[src/cbcs_pkg.sv]
// Package of types and constants for the bus cycle sequencer
package cbcs_pkg;
  localparam int ADDR_W = 29;
  localparam int DATA_W = 64;
  localparam int BE_W = 8;
  localparam int FIFO_DEPTH = 32;
  localparam int MAX_OUTSTANDING = 3;
  localparam int BURST_LEN = 4;
  localparam logic [1:0] LAST_BEAT = 2'h3;
  localparam logic [7:0] SPC_WB_INV = 8'hf7;
  localparam logic [7:0] SPC_HALT = 8'hfb;
  localparam logic [7:0] SPC_INV = 8'hfd;
  localparam logic [7:0] SPC_SHUTDOWN = 8'hfe;
  localparam logic [7:0] BE_ALL = 8'h00;

  typedef enum logic [2:0] {
    CBCS_K_MEM      = 3'h0,
    CBCS_K_FILL     = 3'h1,
    CBCS_K_CODE     = 3'h2,
    CBCS_K_TLB      = 3'h3,
    CBCS_K_WRBACK   = 3'h4,
    CBCS_K_IO       = 3'h5,
    CBCS_K_SPECIAL  = 3'h6,
    CBCS_K_INTACK   = 3'h7
  } cbcs_kind_t;

  typedef struct packed {
    cbcs_kind_t           kind;
    logic                 write;
    logic                 burst;
    logic                 aliasHit;
    logic                 inquiry;
    logic [ADDR_W-1:0]    addr;
    logic [BE_W-1:0]      byteEn;
    logic [DATA_W-1:0]    data;
  } cbcs_req_t;

  typedef struct packed {
    logic [DATA_W-1:0] data;
    logic              cacheable;
    logic              writeBack;
    logic              last;
  } cbcs_rsp_t;

  typedef struct packed {
    logic              addressStrobe;
    logic [ADDR_W-1:0] addr;
    logic [BE_W-1:0]   byteEn;
    logic              memIo;
    logic              dataCode;
    logic              writeRead;
  } cbcs_addr_t;
endpackage

[src/cbcs_fifo.sv]
// Request buffer between the core and the bus sequencer
module cbcs_fifo #(
  parameter int WIDTH = 8,
  parameter int DEPTH = 32
) (
  // Clock and reset
  input  wire logic             mclk,
  input  wire logic             rstN,
  // Filling side
  input  wire logic             inValid,
  output logic                  inReady,
  input  wire logic [WIDTH-1:0] inData,
  // Draining side
  output logic                  outValid,
  input  wire logic             outReady,
  output logic [WIDTH-1:0]      outData
);
  localparam int AW = $clog2(DEPTH);

  typedef struct packed {
    logic [AW-1:0] rd;
    logic [AW-1:0] wr;
    logic [AW:0]   count;
  } cbcs_fifo_st_t;

  cbcs_fifo_st_t st;
  cbcs_fifo_st_t next_st;
  logic [WIDTH-1:0] mem [DEPTH];
  logic push;
  logic pop;

  assign inReady  = (st.count != (AW+1)'(DEPTH));
  assign outValid = (st.count != '0);
  assign outData  = mem[st.rd];
  assign push     = inValid && inReady;
  assign pop      = outValid && outReady;

  always_comb begin
    next_st = st;
    if (push) begin
      next_st.wr = (st.wr == AW'(DEPTH-1)) ? '0 : st.wr + AW'(1);
    end
    if (pop) begin
      next_st.rd = (st.rd == AW'(DEPTH-1)) ? '0 : st.rd + AW'(1);
    end
    next_st.count = st.count + (AW+1)'(push) - (AW+1)'(pop);
  end

  always_ff @(posedge mclk or negedge rstN) begin
    if (!rstN) begin
      st <= '0;
    end else begin
      st <= next_st;
    end
  end

  // Storage has no reset; contents only matter below count
  always_ff @(posedge mclk) begin
    if (push) begin
      mem[st.wr] <= inData;
    end
  end
endmodule

[src/cbcs_sequencer.sv]
// Bus cycle sequencer: single, burst, pipelined, special and locked cycles
// Operation
// RULE1 - Strobe starts cycle; sample ready until done
// RULE2 - Fastest single cycle takes two clocks
// RULE3 - Inactive ready is a wait state
// RULE4 - Bursts stay in one 32-byte line
// RULE5 - Write data driven clock after strobe
// RULE6 - Only first burst address is driven
// RULE7 - Memory returns fill in toggled order
// RULE8 - Write bursts use ascending addresses
// RULE9 - Byte-wide code mode forbids code bursts
// RULE10 - Strobe every second clock, max three
// RULE11 - Next-address sampled from clock after strobe
// RULE12 - Pipeline needs request, compatibility, no holds
// RULE13 - Fill behind fill only on alias
// RULE14 - No pipelined data cycle while locked
// RULE15 - IO, special, intack only when idle
// RULE16 - Cacheability sampled at next-address or ready
// RULE17 - Inquiry write-back pipelines only with flush
// RULE18 - Idle clock between read and write bursts
// RULE19 - Next-address never changes write data
// RULE20 - Interrupt acknowledges run as locked pair
// RULE21 - Special cycle is mem0 code0 write1
// RULE22 - Byte enables carry special cycle type
// RULE23 - Special cycle ends with one ready
// RULE24 - Reset clears count, strobe stays idle
module cbcs_sequencer
  import cbcs_pkg::*;
#(
  parameter int DEPTH = cbcs_pkg::FIFO_DEPTH
) (
  // Clock and reset
  input  wire logic                      mclk,
  input  wire logic                      resetn,
  // Core request stream
  input  wire logic                      reqValid,
  output logic                           reqReady,
  input  wire cbcs_pkg::cbcs_req_t       req,
  // Core controls
  input  wire logic                      byte_wide_code_mode,
  input  wire logic                      lockReq,
  // Response to core
  output logic                           rspValid,
  output cbcs_pkg::cbcs_rsp_t            rsp,
  // Bus outputs
  output cbcs_pkg::cbcs_addr_t           busAddr,
  output logic                           address_strobe_n,
  output logic                           bus_lock_n,
  // Data bus, three-signal form; enable low while driving
  output logic [cbcs_pkg::DATA_W-1:0]    dataOut,
  output logic                           dataOeN,
  input  wire logic [cbcs_pkg::DATA_W-1:0] dataIn,
  // Bus inputs
  input  wire logic                      transfer_ready_n,
  input  wire logic                      next_address_req_n,
  input  wire logic                      cacheable_n,
  input  wire logic                      write_policy_sel,
  input  wire logic                      backoff_n,
  input  wire logic                      address_hold,
  input  wire logic                      hold,
  input  wire logic                      flush_line_n
);

  ////////////////////////////////////////////////////////////////////////////
  localparam int PW = $bits(cbcs_req_t);
  localparam int SW = 8 + DATA_W;

  // Synchronised pins: ready, next, cache, policy, backoff, address_hold, hold, flush, data
  logic [SW-1:0] sync1;
  logic [SW-1:0] sync2;
  logic rst1;
  logic rstN;

  always_ff @(posedge mclk or negedge resetn) begin
    if (!resetn) begin
      rst1 <= 1'b0;
      rstN <= 1'b0;
    end else begin
      rst1 <= 1'b1;
      rstN <= rst1;
    end
  end

  always_ff @(posedge mclk or negedge rstN) begin
    if (!rstN) begin
      // Idle pin levels, so no false ready, next-address or hold
      sync1 <= {8'he9, {DATA_W{1'b0}}};
      sync2 <= {8'he9, {DATA_W{1'b0}}};
    end else begin
      sync1 <= {transfer_ready_n, next_address_req_n, cacheable_n,
                write_policy_sel, backoff_n, address_hold, hold,
                flush_line_n, dataIn};
      sync2 <= sync1;
    end
  end

  logic readyIn;
  logic nextIn;
  logic cacheIn;
  logic policyIn;
  logic holdsActive;
  logic flushIn;
  logic [DATA_W-1:0] dIn;
  assign readyIn     = !sync2[SW-1];
  assign nextIn      = !sync2[SW-2];
  assign cacheIn     = !sync2[SW-3];
  assign policyIn    = sync2[SW-4];
  assign holdsActive = !sync2[SW-5] || sync2[SW-6] || sync2[SW-7];
  assign flushIn     = !sync2[SW-8];
  assign dIn         = sync2[DATA_W-1:0];

  ////////////////////////////////////////////////////////////////////////////
  // Request buffer
  logic      pendValid;
  logic      pendTake;
  cbcs_req_t pend;

  cbcs_fifo #(.WIDTH(PW), .DEPTH(DEPTH)) reqFifo (
    .mclk     (mclk),
    .rstN     (rstN),
    .inValid  (reqValid),
    .inReady  (reqReady),
    .inData   (req),
    .outValid (pendValid),
    .outReady (pendTake),
    .outData  (pend)
  );

  ////////////////////////////////////////////////////////////////////////////
  // Outstanding cycle slots, oldest at index 0
  typedef struct packed {
    cbcs_kind_t kind;
    logic       write;
    logic       burst;
    logic       gotFirst;
    logic       attrDone;
    logic       nextSeen;
    logic       cache;
    logic       policy;
    logic [1:0] beat;
    logic [DATA_W-1:0] wdata;
  } cbcs_slot_t;

  typedef struct packed {
    cbcs_slot_t [MAX_OUTSTANDING-1:0] slot;
    logic [1:0]  count;
    logic        strobeLast;
    logic        turnIdle;
    logic        lockedPairHalf;
    cbcs_addr_t  bus;
    logic        strobe;
    logic        lockOut;
    logic [DATA_W-1:0] wdata;
    logic        driveData;
    logic        rspV;
    cbcs_rsp_t   rsp;
  } cbcs_state_t;

  cbcs_state_t st;
  cbcs_state_t next_st;

  // Cycle types that only start on an idle bus
  function automatic logic isolated(input cbcs_kind_t k);
    return k == CBCS_K_IO || k == CBCS_K_SPECIAL || k == CBCS_K_INTACK;
  endfunction

  function automatic logic isData(input cbcs_kind_t k);
    return k != CBCS_K_CODE && k != CBCS_K_TLB;
  endfunction

  logic       compatible;
  logic       canStart;
  logic       doBurst;
  logic       retire;
  cbcs_slot_t head;

  assign head = st.slot[0];

  always_comb begin
    compatible = 1'b1;
    for (int i = 0; i < MAX_OUTSTANDING; i++) begin
      if (2'(i) < st.count) begin
        if (isolated(st.slot[i].kind)) compatible = 1'b0;
        if (pend.kind == CBCS_K_FILL && st.slot[i].kind == CBCS_K_FILL
            && !pend.aliasHit) compatible = 1'b0; // RULE13
      end
    end
    if (st.count != 2'h0) begin
      if (isolated(pend.kind)) compatible = 1'b0; // RULE15
      if (!st.slot[st.count-2'h1].nextSeen) compatible = 1'b0; // RULE12
      if (st.lockOut && isData(pend.kind)) compatible = 1'b0; // RULE14
      if (pend.kind == CBCS_K_WRBACK && pend.inquiry && !flushIn)
        compatible = 1'b0; // RULE17
      if (pend.write != st.slot[st.count-2'h1].write && pend.burst)
        compatible = 1'b0; // RULE18
    end
  end

  // Second intack must wait for the pair's first to retire
  assign canStart = pendValid && compatible && !holdsActive
                    && !st.strobeLast && !st.turnIdle
                    && st.count < 2'(MAX_OUTSTANDING); // RULE10 RULE12
  assign pendTake = canStart;
  assign doBurst  = pend.burst
                    && !(byte_wide_code_mode && pend.kind == CBCS_K_CODE)
                    && !isolated(pend.kind); // RULE9
  assign retire   = st.count != 2'h0 && readyIn
                    && (!head.burst || head.beat == LAST_BEAT); // RULE1 RULE3

  always_comb begin
    next_st = st;
    next_st.strobe = 1'b0;
    next_st.rspV = 1'b0;
    next_st.strobeLast = st.strobe;
    next_st.turnIdle = 1'b0;
    // Watch next-address on the youngest cycle after its strobe
    if (st.count != 2'h0 && !st.strobe && nextIn) begin
      next_st.slot[st.count-2'h1].nextSeen = 1'b1; // RULE11
      if (!st.slot[st.count-2'h1].gotFirst
          && !st.slot[st.count-2'h1].attrDone) begin
        next_st.slot[st.count-2'h1].attrDone = 1'b1; // RULE16
        next_st.slot[st.count-2'h1].cache = cacheIn;
        next_st.slot[st.count-2'h1].policy = policyIn;
      end
    end
    // Head cycle data phase
    if (st.count != 2'h0 && readyIn) begin
      next_st.rspV = !head.write;
      // Special cycle data is undefined, forwarded but not meaningful
      next_st.rsp.data = dIn; // RULE23
      next_st.rsp.cacheable = head.attrDone ? head.cache : cacheIn; // RULE16
      next_st.rsp.writeBack = head.attrDone ? head.policy : policyIn;
      next_st.rsp.last = retire;
      next_st.slot[0].gotFirst = 1'b1;
      next_st.slot[0].beat = head.beat + 2'h1; // RULE4 RULE7
    end
    if (retire) begin
      for (int i = 0; i < MAX_OUTSTANDING - 1; i++) begin
        next_st.slot[i] = next_st.slot[i+1];
      end
      next_st.slot[MAX_OUTSTANDING-1] = '0;
      next_st.count = st.count - 2'h1;
      next_st.turnIdle = head.burst;
      // Lock is only given back when the pair's second cycle retires
      if (head.kind == CBCS_K_INTACK && !st.lockedPairHalf) begin
        next_st.lockOut = lockReq; // RULE20
      end
    end
    if (st.count == 2'h0 && !st.lockedPairHalf) begin
      next_st.lockOut = lockReq;
    end
    // Data bus follows the oldest write; next-address alters nothing here
    if (next_st.count != 2'h0 && next_st.slot[0].write
        && !(st.strobe && st.count == 2'h1 && !retire)) begin
      next_st.driveData = 1'b1; // RULE5 RULE19
      next_st.wdata = next_st.slot[0].wdata;
    end else begin
      next_st.driveData = st.strobe && st.slot[0].write && st.count != 2'h0;
      next_st.wdata = st.slot[0].wdata;
    end
    if (canStart) begin
      next_st.strobe = 1'b1; // RULE1 RULE2 RULE24
      next_st.bus.addr = (pend.write && doBurst)
                         ? {pend.addr[ADDR_W-1:2], 2'h0} // RULE8
                         : pend.addr;  // RULE6
      next_st.bus.byteEn = pend.byteEn; // RULE22
      next_st.bus.memIo = !(pend.kind == CBCS_K_IO
                            || pend.kind == CBCS_K_SPECIAL
                            || pend.kind == CBCS_K_INTACK);
      next_st.bus.dataCode = pend.kind != CBCS_K_CODE
                             && pend.kind != CBCS_K_SPECIAL
                             && pend.kind != CBCS_K_INTACK;
      next_st.bus.writeRead = pend.write
                              || pend.kind == CBCS_K_SPECIAL; // RULE21
      if (pend.kind == CBCS_K_INTACK) begin
        next_st.lockOut = 1'b1; // RULE20
        next_st.lockedPairHalf = !st.lockedPairHalf;
      end
      next_st.slot[next_st.count] = '{kind: pend.kind,
        write: pend.write, burst: doBurst, gotFirst: 1'b0,
        attrDone: 1'b0, nextSeen: 1'b0, cache: 1'b0, policy: 1'b0,
        beat: 2'h0, wdata: pend.data};
      next_st.count = next_st.count + 2'h1;
    end
    next_st.bus.addressStrobe = next_st.strobe;
  end

  always_ff @(posedge mclk or negedge rstN) begin
    if (!rstN) begin
      st <= '0; // RULE24
    end else begin
      st <= next_st;
    end
  end

  ////////////////////////////////////////////////////////////////////////////
  assign busAddr          = st.bus;
  assign address_strobe_n = !st.strobe;
  assign bus_lock_n       = !st.lockOut;
  assign dataOut          = st.wdata;
  assign dataOeN          = !st.driveData;
  assign rspValid         = st.rspV;
  assign rsp              = st.rsp;
endmodule

[config.mk]
export PLATFORM = sky130hd
export DESIGN_NAME = cbcs_sequencer
export DESIGN_NICKNAME = d
export VERILOG_FILES = /design/src/cbcs_pkg.sv /design/src/cbcs_fifo.sv /design/src/cbcs_sequencer.sv
export SDC_FILE = /design/constraint.sdc
export NUM_CORES = 2
export LEC_CHECK = 0
export ABC_AREA = 1
export BUFFER_PORTS_ARGS = -buffer_cell sky130_fd_sc_hd__buf_2
export CORE_MARGIN = 1.5
export CORE_UTILIZATION = 50
export DETAILED_ROUTE_END_ITERATION = 12
export PLACE_DENSITY_LB_ADDON = 0.15
export RECOVER_POWER = 100
export SLEW_MARGIN = 20
export SYNTH_ARGS = -nofsm -noshare
export SYNTH_HDL_FRONTEND = slang
export SYNTH_SLANG_ARGS = --single-unit
[constraint.sdc]
create_clock -name mclk -period 43.8 [get_ports mclk]
set_input_delay 0 -clock mclk [delete_from_list [all_inputs] [get_ports mclk]]
set_output_delay 0 -clock mclk [all_outputs]
set_load 0.005 [all_outputs]
# == Word level (Yosys, flattened, before mapping) ==
# Memory sizes are Yosys's and may differ from the RTL's.
# Index checks and enable logic that the tools add are counted.
# word_totals
in_bits,185
out_inout_bits,177
mem_count,1
ramBits,3456
word_cells,228
regBits,570
# mem_list
memory,depth,word_bits,rd,rd_ports_with_merged_regs,wr,line_no,rtl
reqFifo.mem,32,108,1,0,1,cbcs_fifo.sv:28,logic [WIDTH-1:0] mem [DEPTH];
# op_classes
addsub,7
n_eq_ne,28
order_cmp,8
reduce_logical,76
muxes,53
# op_table
operator,count
bitwise mux 228 bit,5
demux 76 bit (select 2 bit),5
two-way mux 230 bit,2
two-way mux 228 bit,2
binary-select mux 76 bit (select 2 bit),1
two-way mux 68 bit,2
two-way mux 76 bit,1
two-way mux 73 bit,1
two-way mux 70 bit,1
two-way mux 69 bit,1
two-way mux 67 bit,1
two-way mux 65 bit,1
== test 3 bit (second input constant),13
logical AND 1 bit,39
two-way mux 1 bit,25
zero test 1 bit,20
== test 3 x 1 -> 1 bit (second input constant),4
logical OR 1 bit,12
adder 5 x 1 -> 5 bit (second input constant),2
== test 5 bit (second input constant),2
two-way mux 5 bit,2
adder 6 x 1 -> 6 bit,1
< comparator 2 x 3 -> 1 bit (second input constant),2
two-way mux 2 bit,3
18 further kinds,24

# == Depth between registers and ports, before layout ==
# depth
word_depth,25
mapped_depth,32
ltp_nobuf,27

# == By module ==
# Synthesis repeated with hierarchy kept, for this count alone.
# unflattened
cells_unflattened,17986
hier_area_um2,176621.9
# modules_own_cells
module,seq_area_each_um2,cells_each,instances,area_per_inst_um2
cbcs_fifo,104179.9,14826,1,151366.4
cbcs_sequencer,13875.8,3160,1,25255.5

# == Least setup slack after synthesis ==
# Ideal clock, no wire load.
# synth_timing
path_type,reg2reg
from,reg reqFifo.st[2] (netlist name)
to,mem reqFifo.mem[7][0] (netlist name) (enable)
period_less_slack_ps,8860
n_path_buf,0
setup_time_ps,707
t_required_ps,43093
setup_slack_ps,34940
path_stages_with_launch,6
arrival_ps,8153
path_cell_list,dfrtp_1 inv_1 ha_1 nand4_1 nand2_1 nor3_1
# synth_via
elab_chain_cells,4
# synth_lines
item,line_no,rtl
from (decl),cbcs_fifo.sv:26,cbcs_fifo_st_t st;
from (signal assigned),cbcs_fifo.sv:53,st <= next_st;
!= test 6 bit,cbcs_fifo.sv:32,assign inReady = (st.count != (AW+1)'(DEPTH));
via reqReady,cbcs_sequencer.sv:37,"output logic reqReady,"
logical AND 1 bit,cbcs_fifo.sv:35,assign push = inValid && inReady;
two-way mux 1 bit,cbcs_fifo.sv:59,if (push) begin
two-way mux 1 bit (not written as such),cbcs_fifo.sv:60,mem[st.wr] <= inData;
to (decl),cbcs_fifo.sv:28,
# The timed path passes the listed nets, and every way through them passes these cells.

==> impl_metrics.tcl <==
set metrics [dict create \
    ys_warn_count 0 \
    setup_viol 0 \
    rows 207 \
    cp_slowest_stage_delay_ps 3460 \
    r2r_slack_ps 22210 \
    vias 107300 \
    syn_inst 12850 \
    cts.reportedPaths.clkPinSlew_ps 60 \
    arrival_ps 22470 \
    clock_skew_ps 63.12 \
    die_w_um 567.6 \
    reg2reg_depth 16 \
    peakVddDrop_mv 0.05836 \
    hold_path_class "in -> reg" \
    routedWlPerCell_um 26.93 \
    worstHoldStart "dataIn[25]" \
    first_global_vias 101900 \
    clkLatencyLatePin_ps 970 \
    power.leakage_nw 61.33 \
    ys_seq_area_share_pct 74.06 \
    tightest_slew_ps 10400 \
    layout_commonest_cell "edfxtp_1" \
    r2r-start "reqFifo.st[11]" \
    cts_buffers 413 \
    pwr_density_cell_mw_per_mm2 60.86 \
    busiest_layer "met2" \
    critPathSlowestCell "clkinvlp_2" \
    drc 0 \
    ctsRootBufferMaster "clkbuf_16" \
    mostFrequentLayoutCells "3456 x edfxtp_1, 2126 x o21ai_0, 1874 x nor2_1, 1813 x nand2_1, 568 x nand3_1" \
    synth_cell_types 43 \
    finalSetupTns_ps 0 \
    grtUsageTotal_pct 28.72 \
    avgSynthCellArea_sq_um 12.41 \
    cp-end-kind "register" \
    min_to "sync1[25]" \
    die_area_sq_mm 0.3222 \
    outcome "complete, but fails checks" \
    io_pins 362 \
    synth_area_leader_cell "edfxtp_1" \
    r2r_end "head[74]" \
    finalCritPeriodShare_pct 49.29 \
    syn_nets 13060 \
    rsz0062_at_grt "no" \
    start_util_pct 50.20 \
    crit_chain "clkinvlp_2, clkbuf_1, clkbuf_1, o21ai_0, o211ai_1, nand3_1, nand3_1, nand2_1, nand2_1, nor2_1, nor2_1, nand2_1, clkinvlp_2, clkbuf_1, nand2_1, nand2_1" \
    timing.hold.ws_ps 228.6 \
    io_buffers 361 \
    drtAntennaViolNets 0 \
    gp_congestion 0.7953 \
    hold_depth 3 \
    cp.required_ps 44680 \
    synth_area_leaders "edfxtp_1 65%, dfrtp_1 8.8%, o21ai_0 6.6%" \
    hold_viol_final 0 \
    overflow 0 \
    crit_top_cell "nand2_1" \
    dr.pass1.iters 8 \
    cts_resized 0 \
    core_sq_mm 0.3175 \
    final_nets 13230 \
    synth_area_sq_mm 0.1594 \
    antenna_found_initial 58 \
    grt_use_met3_pct 4.890 \
    cts_tree "yes" \
    netlist.area_leader.share_pct 65.11 \
    max_slew_margin_pct -593.2 \
    grt_use_met2_pct 45.60 \
    drive_above_1_share_pct 6.412 \
    drt-initial-drc-count 14380 \
    period_needed_ps 21590 \
    routed_wl_um 472800 \
    grt_first_pass_wirelength_um 687100 \
    die_h_um 567.6 \
    start_kind "register" \
    ys_seq_elements 4026 \
    dp_hpwl_um 233900 \
    h-tree-depth 5 \
    violations "capacitance limit, slew limit" \
    ctsLongestPathBuffers 4 \
    gr-usage-met1_pct 41.13 \
    crit_type "reg -> reg" \
    path_max_fanout 133 \
    drv_slew 5359 \
    grt_max_degree 215 \
    fmax_mhz 46.32 \
    vias_per_cell 6.109 \
    drv_cap 136 \
    syn2layout_area_growth_pct 11.78 \
    cts_sinks 4026 \
]
-- sequential cells by signal, summed over array words and instances (netlist names) --
register and flops:
rstN 1, sync2 72, rsp 67, rspValid 1
busAddr 40, st 159, reqFifo.mem 3456, next_st 1
reqFifo.st 16, sync1 72, rst1 1, head 76
dataOut 64
-- power by group --
part           internal (mW)  switching (mW)  leakage, nW
Sequential              4.48           0.107         38.5
Clock                   1.95            1.48         6.44
Combinational          0.730            2.09         16.4
Total                   7.16            3.68         61.3
-- metrics by stage --
step                      utilization, %  std cells  setup WS, ps  power, mW  area [sq um]
after CTS                          56.45      17530         36820      10.85        179200
after floorplan                        -      12850         26750      6.495        159400
after global placement             51.46      16520         36940      7.350        163400
after detailed placement           51.49      16520         36830      7.419        163500
after global routing               56.10      17540         20640      11.33        178100
final                              56.12      17560         22210      10.84        178200
-- layer usage --
| layer | vias to the layer above | part of all wire [%] |
|---|---|---|
| met5 | - | 0.022 |
| met4 | 16 | 2.8 |
| met3 | 880 | 10 |
| met2 | 5556 | 46 |
| met1 | 54010 | 41 |
| li1 | 46800 | - |
-- how the worst max path moves through the flow --
stage / startpoint / to / cells after the start
final: reqFifo.st[11] / head[74] / 16
after global routing: reqFifo.st[11] / head[16] / 16
after CTS: reqFifo.st[11] / st[370] / 14
after detailed placement: reqFifo.st[11] / st[370] / 14
after global placement: reqFifo.st[11] / st[370] / 14
after floorplan: rstN / busAddr[0] / 0
-- worst max-delay path, delay by kind of cell (launching register included) --
kind,cells,cell delay [ps]
buffers and inverters,5,14780
AND/OR/NAND/NOR,9,4320
AO/OA/AOI/OAI,2,750
flip-flops,1,1330
-- timing repair --
| action | CTS | global route |
|---|---|---|
| hold buffers | 259 | 0 |
| hold endpoints to repair | 3540 | 0 |
| setup buffers | 0 | 0 |
| endpoints found under the setup margin | 0 | 0 |
-- cell type report --
class                   instances  area [sq um]
well taps                    4180          5230
repair buffers                824          5370
fillers                     25640        139300
flip-flops and latches       4026        118100
clock inverters               238          2188
multi-input cells            7561         35540
clock buffers                 513         10970
inverters                     188         755.7
diodes                         26         65.06
-- cells by family after synthesis --
| family | count (synthesis) | synth area share (%) |
|---|---|---|
| AO/OA/AOI/OAI | 3222 | 11.35 |
| XOR/XNOR | 9 | 0.04945 |
| adder cells (fa/ha/maj) | 26 | 0.2088 |
| buffers and inverters | 1262 | 3.659 |
| flip-flops | 4026 | 74.06 |
| multiplexers | 4 | 0.02512 |
| other | 1 | 0.002353 |
| AND/OR/NAND/NOR | 4299 | 10.65 |
-- synthesized netlist by cell type (all sizes together) --
cell type / count
inv: 186
dfstp: 10
a21oi: 99
nand4: 27
o221ai: 224
o311ai: 1
a211oi: 1
o211ai: 70
ha: 25
nor4: 2
nor2: 1875
clkinv: 2
a221o: 25
a311oi: 1
or2: 2
a221oi: 2
xor2: 9
a31oi: 60
nor3: 8
nand3: 568
and2: 1
clkbuf: 585
o22ai: 564
fa: 1
mux2i: 4
conb: 1
a32o: 1
edfxtp: 3456
a32oi: 2
nand3b: 1
o21ai: 2169
dfrtp: 560
buf: 489
nand2: 1815
a22oi: 3
No activity file was read; power rests on OpenSTA's default activity.
